`config.mk`:
```
export PLATFORM = sky130hd
export DESIGN_NAME = dcfm_top
export DESIGN_NICKNAME = d
export VERILOG_FILES = /design/src/verilog/dcfm_pkg.sv /design/src/verilog/dcfm_ctr_if.sv /design/src/verilog/dcfm_edge_ctr.sv /design/src/verilog/dcfm_tb_ctr.sv /design/src/verilog/dcfm_top.sv
export VERILOG_INCLUDE_DIRS = /design/src /design/src/verilog
export SDC_FILE = /design/constraint.sdc
export NUM_CORES = 1
export LEC_CHECK = 0
export ABC_AREA = 1
export BUFFER_PORTS_ARGS = -buffer_cell sky130_fd_sc_hd__clkbuf_2
export CAP_MARGIN = 30
export CORE_MARGIN = 2
export CORE_UTILIZATION = 30
export DETAILED_ROUTE_END_ITERATION = 6
export GPL_TIMING_DRIVEN = 0
export RECOVER_POWER = 100
export SLEW_MARGIN = 20
export SYNTH_ARGS = -nofsm -noshare
export SYNTH_HDL_FRONTEND = slang
export SYNTH_SLANG_ARGS = --single-unit
```
`constraint.sdc`:
```
create_clock -name clk -period 2.1 [get_ports clk]
set_clock_uncertainty 0.1 [all_clocks]
set_input_delay 0.21 -clock clk [delete_from_list [all_inputs] [get_ports clk]]
set_output_delay 0.21 -clock clk [all_outputs]
set_load 0.02 [all_outputs]
```
`src/verilog/dcfm_map.svh`:
```
`ifndef DCFM_MAP_SVH
`define DCFM_MAP_SVH
// ------------------------------------------------------------
// timing constants
// ------------------------------------------------------------
`define DCFM_CLK_HZ    20000000
`define DCFM_TB_HZ     2000000
`define DCFM_TB_DIV    (`DCFM_CLK_HZ / `DCFM_TB_HZ)
`define DCFM_WIN_MS    161
`define DCFM_EDGE_W    16
`define DCFM_TB_W      22
// ------------------------------------------------------------
// register byte offsets
// ------------------------------------------------------------
`define DCFM_OFF_CTRL  12'h000
`define DCFM_OFF_CWORD 12'h004
`define DCFM_OFF_EDGE  12'h008
`define DCFM_OFF_TBASE 12'h00C
`define DCFM_OFF_STAT  12'h010
// ------------------------------------------------------------
// field positions and source codes
// ------------------------------------------------------------
`define DCFM_CW_SEL_HI 4
`define DCFM_CW_POL    8
`define DCFM_CW_NARROW 9
`define DCFM_ST_READY  0
`define DCFM_SRC_MAX   5'h18
`define DCFM_SRC_GND   5'h10
`define DCFM_SRC_VREF  5'h11
`define DCFM_SRC_RTL_N 5'h16
`define DCFM_SRC_RTH_N 5'h17
`define DCFM_PHASE_RST 2'h0
`endif

```
`src/verilog/dcfm_pkg.sv`:
```
`default_nettype none
package dcfm_pkg;
	// counter mode select
	typedef enum logic [1:0] {
		DCFM_NATIVE     = 2'h0,
		DCFM_TB_INHIBIT = 2'h1,
		DCFM_CONTINUOUS = 2'h2
	} dcfm_mode_e;
	// window sequencer, gray along the usual path
	typedef enum logic [1:0] {
		DCFM_IDLE  = 2'h0,
		DCFM_ARM   = 2'h1,
		DCFM_RUN   = 2'h3,
		DCFM_DRAIN = 2'h2
	} dcfm_state_e;
	// unused code 3 falls back to native behaviour
	function automatic dcfm_mode_e dcfm_mode_norm(input logic [1:0] m);
		dcfm_mode_norm = (m == 2'h3) ? DCFM_NATIVE : dcfm_mode_e'(m);
	endfunction : dcfm_mode_norm
endpackage : dcfm_pkg
`default_nettype wire

```
`src/verilog/dcfm_ctr_if.sv`:
```
`default_nettype none
`include "dcfm_map.svh"
interface dcfm_ctr_if;
	logic                     clr;        // aligned window start
	logic                     run;        // counters gated on
	logic                     tb_en;      // timebase allowed
	logic                     edge_evt;   // any converter edge
	logic [`DCFM_EDGE_W-1:0]  edge_count; // converter half cycles
	logic [`DCFM_TB_W-1:0]    tb_count;   // timebase ticks
	modport ctl_side  (output clr, run, tb_en, edge_evt, input edge_count, tb_count);
	modport edge_side (input clr, run, edge_evt, output edge_count);
	modport tb_side   (input clr, run, tb_en, output tb_count);
endinterface : dcfm_ctr_if
`default_nettype wire

```
`src/verilog/dcfm_edge_ctr.sv`:
```
`default_nettype none
`include "dcfm_map.svh"
module dcfm_edge_ctr (
	input wire logic   clk,
	input wire logic   resetn,
	dcfm_ctr_if.edge_side cif
);
	logic [`DCFM_EDGE_W-1:0] cnt_reg;  // running count
	logic [`DCFM_EDGE_W-1:0] cnt_next; // next count
	// ------------------------------------------------------------
	// both-edge counting
	// ------------------------------------------------------------
	// rise and fall both count
	assign cnt_next = cif.clr ? '0 :
		(cif.run & cif.edge_evt) ? cnt_reg + 1'b1 : cnt_reg;
	assign cif.edge_count = cnt_reg;
	// count register
	always_ff @(posedge clk or negedge resetn) begin
		if (!resetn) begin
			cnt_reg <= '0;
		end else begin
			cnt_reg <= cnt_next;
		end
	end
endmodule : dcfm_edge_ctr
`default_nettype wire

```
`src/verilog/dcfm_tb_ctr.sv`:
```
`default_nettype none
`include "dcfm_map.svh"
module dcfm_tb_ctr (
	input wire logic clk,
	input wire logic resetn,
	dcfm_ctr_if.tb_side cif
);
	localparam int DIV = `DCFM_TB_DIV;
	localparam int DW  = $clog2(DIV);
	logic [DW-1:0]         div_reg;  // prescaler phase
	logic                  tick;     // one timebase period
	logic [`DCFM_TB_W-1:0] cnt_reg;  // timebase count
	// ------------------------------------------------------------
	// timebase prescaler
	// ------------------------------------------------------------
	// timebase divided from system clock
	assign tick = (div_reg == DW'(DIV - 1));
	// free-running divider, never gated so its rate is steady
	always_ff @(posedge clk or negedge resetn) begin
		if (!resetn) begin
			div_reg <= '0;
		end else begin
			div_reg <= tick ? '0 : div_reg + 1'b1;
		end
	end
	// ------------------------------------------------------------
	// gated timebase counter
	// ------------------------------------------------------------
	// wide counter for long windows
	always_ff @(posedge clk or negedge resetn) begin
		if (!resetn) begin
			cnt_reg <= '0;
		end else if (cif.clr) begin
			cnt_reg <= '0;
		end else if (cif.run & cif.tb_en & tick) begin
			cnt_reg <= cnt_reg + 1'b1;
		end
	end
	assign cif.tb_count = cnt_reg;
endmodule : dcfm_tb_ctr
`default_nettype wire

```
`src/verilog/dcfm_top.sv`:
```
`default_nettype none
`include "dcfm_map.svh"
module dcfm_top
	import dcfm_pkg::*;
(
	input  wire logic        clk,
	input  wire logic        resetn,
	input  wire logic [11:0] paddr,
	input  wire logic        psel,
	input  wire logic        penable,
	input  wire logic        pwrite,
	input  wire logic [31:0] pwdata,
	output logic      [31:0] prdata,
	output logic             pready,
	output logic             pslverr,
	input  wire logic        vfc_in,
	input  wire logic        minor_frame,
	input  wire logic        major_frame,
	output logic      [4:0]  mux_sel,
	output logic             cond_polarity,
	output logic             cond_narrow,
	output logic             result_strobe
);
	// ------------------------------------------------------------
	// declarations
	// ------------------------------------------------------------
	localparam int EW = `DCFM_EDGE_W;
	localparam int TW = `DCFM_TB_W;
	localparam int WIN_MS = `DCFM_WIN_MS; // nominal frame, set by strobes
	dcfm_ctr_if ctr ();                   // counter control bundle
	logic [1:0]    mode_reg;              // counter mode
	logic [4:0]    sel_reg;               // source select
	logic          pol_reg;               // polarity reverse
	logic          narrow_reg;            // restricted range
	logic [1:0]    phase_reg;             // minor frame in cycle
	logic [1:0]    phase_next;
	dcfm_state_e   state_reg;             // window sequencer
	dcfm_state_e   state_next;
	logic          vfc_reg;               // last converter level
	logic          win_id_reg;            // second window of cycle
	logic [EW-1:0] edge_hold_reg;         // held edge count
	logic [TW-1:0] tb_hold_reg;           // held timebase count
	logic          ready_reg;             // new result sticky
	logic          strobe_reg;            // new result pulse
	dcfm_mode_e    mode_eff;
	logic          cont_mode;
	logic          vfc_rise;
	logic          vfc_edge;
	logic          start_flag;
	logic          end_flag;
	logic          arm_hit;
	logic          stop_hit;
	logic          latch_native;
	logic          latch_cont;
	logic          latch;
	logic          wr_en;
	logic          hit_ctrl;
	logic          hit_cword;
	logic          hit_edge;
	logic          hit_tbase;
	logic          hit_stat;
	logic          mapped;
	logic [4:0]    wr_sel;
	logic          sel_ok;
	logic          ready_next;
	// ------------------------------------------------------------
	// counters
	// ------------------------------------------------------------
	dcfm_edge_ctr u_edge (
		.clk    (clk),
		.resetn (resetn),
		.cif    (ctr)
	);
	dcfm_tb_ctr u_tb (
		.clk    (clk),
		.resetn (resetn),
		.cif    (ctr)
	);
	// ------------------------------------------------------------
	// apb decode
	// ------------------------------------------------------------
	// zero wait state: every access completes in its access phase
	assign pready    = 1'b1;
	assign wr_en     = psel & penable & pwrite;
	assign hit_ctrl  = (paddr == `DCFM_OFF_CTRL);
	assign hit_cword = (paddr == `DCFM_OFF_CWORD);
	assign hit_edge  = (paddr == `DCFM_OFF_EDGE);
	assign hit_tbase = (paddr == `DCFM_OFF_TBASE);
	assign hit_stat  = (paddr == `DCFM_OFF_STAT);
	assign mapped    = hit_ctrl | hit_cword | hit_edge | hit_tbase | hit_stat;
	// unmapped or misaligned addresses answer with an error
	assign pslverr   = psel & penable & ~mapped;
	// read mux, reserved bits zero
	assign prdata = hit_ctrl  ? {30'h0, mode_reg} :
		hit_cword ? {22'h0, narrow_reg, pol_reg, 3'h0, sel_reg} :
		hit_edge  ? {16'h0, edge_hold_reg} :
		hit_tbase ? {10'h0, tb_hold_reg} :
		hit_stat  ? {26'h0, state_reg, phase_reg, ctr.run, ready_reg} :
		32'h0;
	// ------------------------------------------------------------
	// control word
	// ------------------------------------------------------------
	// only the 25 defined sources are accepted
	assign wr_sel = pwdata[`DCFM_CW_SEL_HI:0];
	assign sel_ok = (wr_sel <= `DCFM_SRC_MAX);
	// mode and control word registers
	always_ff @(posedge clk or negedge resetn) begin
		if (!resetn) begin
			mode_reg   <= DCFM_NATIVE;
			sel_reg    <= `DCFM_SRC_GND;
			pol_reg    <= 1'b0;
			narrow_reg <= 1'b0;
		end else begin
			if (wr_en & hit_ctrl) begin
				mode_reg <= pwdata[1:0];
			end
			// source and conditioning from one word
			if (wr_en & hit_cword & sel_ok) begin
				sel_reg    <= wr_sel;
				pol_reg    <= pwdata[`DCFM_CW_POL];
				narrow_reg <= pwdata[`DCFM_CW_NARROW];
			end
		end
	end
	// zero point is the grounded pair code
	assign mux_sel = sel_reg;
	assign cond_polarity = pol_reg;
	// narrow reference codes force restricted range
	assign cond_narrow = narrow_reg | (sel_reg == `DCFM_SRC_RTL_N) |
		(sel_reg == `DCFM_SRC_RTH_N);
	// ------------------------------------------------------------
	// frame phase and flags
	// ------------------------------------------------------------
	// unused code behaves as native
	assign mode_eff  = dcfm_mode_norm(mode_reg);
	assign cont_mode = (mode_eff == DCFM_CONTINUOUS);
	// major frame restarts the four-frame cycle
	assign phase_next = major_frame ? `DCFM_PHASE_RST : phase_reg + 1'b1;
	// frame strobes arm window start and stop
	// even frames count, odd frames rest
	assign start_flag = minor_frame & ~phase_next[0] & ~cont_mode;
	assign end_flag   = minor_frame & phase_next[0] & ~cont_mode;
	// phase counter
	always_ff @(posedge clk or negedge resetn) begin
		if (!resetn) begin
			phase_reg <= `DCFM_PHASE_RST;
		end else if (minor_frame) begin
			phase_reg <= phase_next;
		end
	end
	// ------------------------------------------------------------
	// converter edges
	// ------------------------------------------------------------
	// taken as is; a two-tick error is about 1 ppm
	assign vfc_rise = vfc_in & ~vfc_reg;
	assign vfc_edge = vfc_in ^ vfc_reg;
	// previous converter level
	always_ff @(posedge clk or negedge resetn) begin
		if (!resetn) begin
			vfc_reg <= 1'b0;
		end else begin
			vfc_reg <= vfc_in;
		end
	end
	// ------------------------------------------------------------
	// window sequencer
	// ------------------------------------------------------------
	// flags only arm; rising edges act
	assign arm_hit  = (state_reg == DCFM_ARM) & vfc_rise;
	assign stop_hit = (state_reg == DCFM_DRAIN) & vfc_rise;
	// next state
	always_comb begin
		state_next = state_reg;
		case (state_reg)
			DCFM_IDLE: begin
				if (start_flag) begin
					state_next = DCFM_ARM;
				end
			end
			DCFM_ARM: begin
				// dead converter: frame ends with no edge, drop window
				if (end_flag) begin
					state_next = DCFM_IDLE;
				end else if (vfc_rise) begin
					state_next = DCFM_RUN;
				end
			end
			DCFM_RUN: begin
				if (end_flag) begin
					state_next = DCFM_DRAIN;
				end
			end
			DCFM_DRAIN: begin
				if (vfc_rise) begin
					state_next = DCFM_IDLE;
				end
			end
			default: begin
				state_next = DCFM_IDLE;
			end
		endcase
		// continuous mode bypasses framing entirely
		if (cont_mode) begin
			state_next = DCFM_IDLE;
		end
	end
	// state and window identity
	always_ff @(posedge clk or negedge resetn) begin
		if (!resetn) begin
			state_reg  <= DCFM_IDLE;
			win_id_reg <= 1'b0;
		end else begin
			state_reg <= state_next;
			if (start_flag & (state_reg == DCFM_IDLE)) begin
				win_id_reg <= phase_next[1];
			end
		end
	end
	// ------------------------------------------------------------
	// counter gating
	// ------------------------------------------------------------
	// clear on the aligned start edge
	assign ctr.clr = arm_hit & ~cont_mode;
	// continuous mode keeps both counters running
	assign ctr.run = cont_mode | (state_reg == DCFM_RUN) | (state_reg == DCFM_DRAIN);
	// inhibit mode stops the timebase counter
	assign ctr.tb_en    = (mode_eff != DCFM_TB_INHIBIT);
	assign ctr.edge_evt = vfc_edge;
	// ------------------------------------------------------------
	// result holding
	// ------------------------------------------------------------
	// only the second window of four frames is kept
	assign latch_native = stop_hit & win_id_reg;
	// free-running counts captured at major frame
	assign latch_cont = cont_mode & major_frame;
	// stop edge is counted in the same cycle, so hold next value
	assign latch = latch_native | latch_cont;
	// set wins over a same-cycle clear
	assign ready_next = latch | (ready_reg & ~(wr_en & hit_stat & pwdata[`DCFM_ST_READY]));
	// holding registers and result flags
	always_ff @(posedge clk or negedge resetn) begin
		if (!resetn) begin
			edge_hold_reg <= '0;
			tb_hold_reg   <= '0;
			ready_reg     <= 1'b0;
			strobe_reg    <= 1'b0;
		end else begin
			if (latch_native) begin
				edge_hold_reg <= ctr.edge_count + EW'(vfc_edge);
				tb_hold_reg   <= ctr.tb_count;
			end else if (latch_cont) begin
				edge_hold_reg <= ctr.edge_count;
				tb_hold_reg   <= ctr.tb_count;
			end
			ready_reg  <= ready_next;
			strobe_reg <= latch;
		end
	end
	assign result_strobe = strobe_reg;
endmodule : dcfm_top
`default_nettype wire
```
==> reports/qor.yml <==
min_to: "mode_reg[0]"
hp-class: "input pin to flop"
vias: 5511
synth-simple-area-share_pct: 33.9
worst_pin_slew_ns: 0.914
htreeDepth: 3
dp.cells: 1106
drive_above_1_share_pct: 13.7
clkPwrFrac_pct: 28.5
yosysSeqAreaShare_pct: 42.1
status: "complete, no violations"
worstSetupStartpointType: "flop"
synth_area_leaders: "dfrtp_1 42%, nand2_1 15%, inv_1 6.0%, o21ai_0 5.6%, nor2_1 4.9%"
fp.dieW_um: 143
cts_made_buffers: 9
grt_max_degree: 63
fin_crit_ns: 1.97
cts_buffer_depth: 2
grt_usage_pct: 16.7
dp_hpwl_um: 12400
route.detailed.drc: 0
synth_xor_area_share_pct: 1.37
fmax_mhz: 508
hold_viol: 0
syn2layout_area_growth_pct: 17.2
crit_type: "flop to flop"
syn_area_um2: 5760
pwr-share-comb_pct: 24.3
cellPowerDensity_nw_per_um2: 837
crit_path_cell_trace: "inv_1, ha_1, inv_1, ha_1, inv_1, nor2_2, nand3_2, nor2_4, nand2_1, nand3_1, nand2_1"
synth_fa_ha_area_share_pct: 1.09
ir_drop_uv: 370
fin_util_pct: 36.0
synth.area.mux_share_pct: 0.195
cp_common_cell: "inv_1"
drv_cap: 0
avgRoutedWirePerCell_um: 14.5
grt_pass1_vias: 5007
syn_avg_cell_area_um2: 7.16
grt_overflow: 0
synth_compound_area_share_pct: 11.3
pwr-share-seq_pct: 47.2
switching_power_mw: 2.05
p_leak_nw: 3.22
antenna_cells: 0
cts_sinks: 97
io_pins: 94
setup_viol: 0
ys_ff_latch: 97
clk_pin_slew_ns: 0.08
routed_via_density: 4.87
crit_slowest_cell: "dfrtp_1"
io_buffers: 57
cts_tree: "done"
worstSkewPairLatency_ns: 0.36
synthArstFlopShare_pct: 100
rows: 50
final_max_slew_viol_count: 0
cts-root-buf: "clkbuf_16"
synth_top_area_share_pct: 41.7
post-route-period-util_pct: 93.7
min_path_cells: 3
ys.flop_type: "dfrtp_1"
p_sw_share_pct: 36.3
crit_required_ns: 2.25
rrSetupSlack_ns: 0.13
die_area_um2: 20300
dieHeight_um: 143
final_cells: 1131
cp_max_fo: 5
crit_arrival_ns: 2.12
yosys.area.top_type: "dfrtp_1"
tns_ns: 0
synth_top_family_by_area: "simple AND/OR/NAND/NOR gates"
firstDrtPassIters: 5
gp_congestion: 0.932
antenna_found_initial: 0
synth-edff-count: 0
worstHoldStart: "pwdata[0]"
end_kind: "flop"
coreArea_um2: 18800
synth.distinct_cells: 39
yosys_warnings: 0
synth_most_common_cell: "nand2_1"
cp_slowest_stage_delay_ns: 0.37
rsz0062_at_grt: "no"
routed_wl_um: 16400
worstRegToRegCells: 11
worstReg2RegStart: "vfc_reg"
syn_inst: 805
finalNetCount: 949
ant_nets: 0
grt_pass1_wl_um: 26300
synthTopCellsByCount: "227 x nand2_1, 96 x dfrtp_1, 92 x inv_1"
drt_iter0_markers: 362
r2r-end: "edge_hold_reg[11]"
initial_core_util_pct: 30.7
slew_headroom_pct: 39.0
internal_power_mw: 3.60
## how the worst max path moves through the flow
stage,end,from,slack (ns),cells past startpoint
after floorplan,cond_narrow,mux_sel[4],0.33,2
after global placement,mux_sel[1],resetn,-0.70,1
after detailed placement,prdata[14],paddr[0],0.009,9
after CTS,prdata[14],paddr[0],0.007,9
after global routing,edge_hold_reg[12],vfc_reg,0.003,11
final,edge_hold_reg[11],vfc_reg,0.13,11
## worst max-delay path, delay by kind of cell, from the launching register on
kind,cells,cell delay (ns)
adders and majority gates,2,0.40
buffers and inverters,3,0.22
DFF,1,0.37
and+or+nand+nor,6,0.76
## metal layers
layer  vias up  routed length (um)  global-route usage, %  share of wire [%]
met5         -                   0                      0                  0
met4         0                 318                   5.16                1.9
met3        18                 797                   2.58                4.8
met2       147                7590                   27.3                 46
met1      2573                7740                   22.9                 47
li1       2773                   -                      -                  -
## kinds of logic after synthesis
logic type / count (synthesis)
simple gates: 436
buf+inv: 130
compound gates: 125
flops: 97
xor+xnor: 9
fa+ha+maj: 5
other cells: 2
mux: 1
## repair_timing
action | 4_1_cts | 5_1_grt
buffers inserted | 0 | 0
setup endpoints to repair | 0 | 19
hold buffers | 9 | 0
hold endpoints to repair | 44 | 0
resized for setup | 0 | 16
## final cells by class
class / count / area (um2)
fill: 1983 / 12000
clock inverter: 7 / 58.8
inverter: 97 / 364
buffer: 33 / 203
tap: 234 / 293
multi-input combinational: 587 / 2820
timing repair buffer: 67 / 367
sequential: 97 / 2430
clock buffer: 9 / 225
## power by group through the flow
stage                     sequential (mW)  clock, mW  combinational [mW]
after floorplan                      2.58          0                1.00
after global placement               2.69          0                1.35
after detailed placement             2.70          0                1.38
after CTS                            2.66       1.67                1.41
after global routing                 2.73       1.73                1.59
final                                2.67       1.61                1.38
## layout by cell type, fill, tap and decap left out, types with 3 or more instances in the layout
cell type and instances:
conb_1 11, nor3_1 13, clkbuf_2 55, ha_1 5, o21ai_0 69, clkbuf_1 17, nand2_2 6, nand3_1 54
a21oi_2 3, clkbuf_16 9, dlygate4sd3_1 9, o21bai_1 3, xnor2_1 3, nor2_1 74, nand2_1 226, inv_6 3
xor2_1 6, nor2_4 4, dfrtp_1 96, o22ai_1 3, inv_2 3, nor2_2 6, buf_4 12, o21ai_1 20
a21oi_1 22, inv_1 94, buf_2 4, nand4_1 42
## through the flow
step                power [mW]  setup WS (ns)  cell area (um2)  hold WS, ns
floorplan                 3.58          0.329             5800       -0.186
detailed placement        4.08        0.00890             6410       0.0492
CTS                       5.74        0.00653             6790       0.0192
global placement          4.04         -0.697             6380        0.296
global route              6.06        0.00305             6750       0.0425
finish                    5.65          0.132             6750       0.0278
Note: power is estimated with default switching activity, not from simulation.
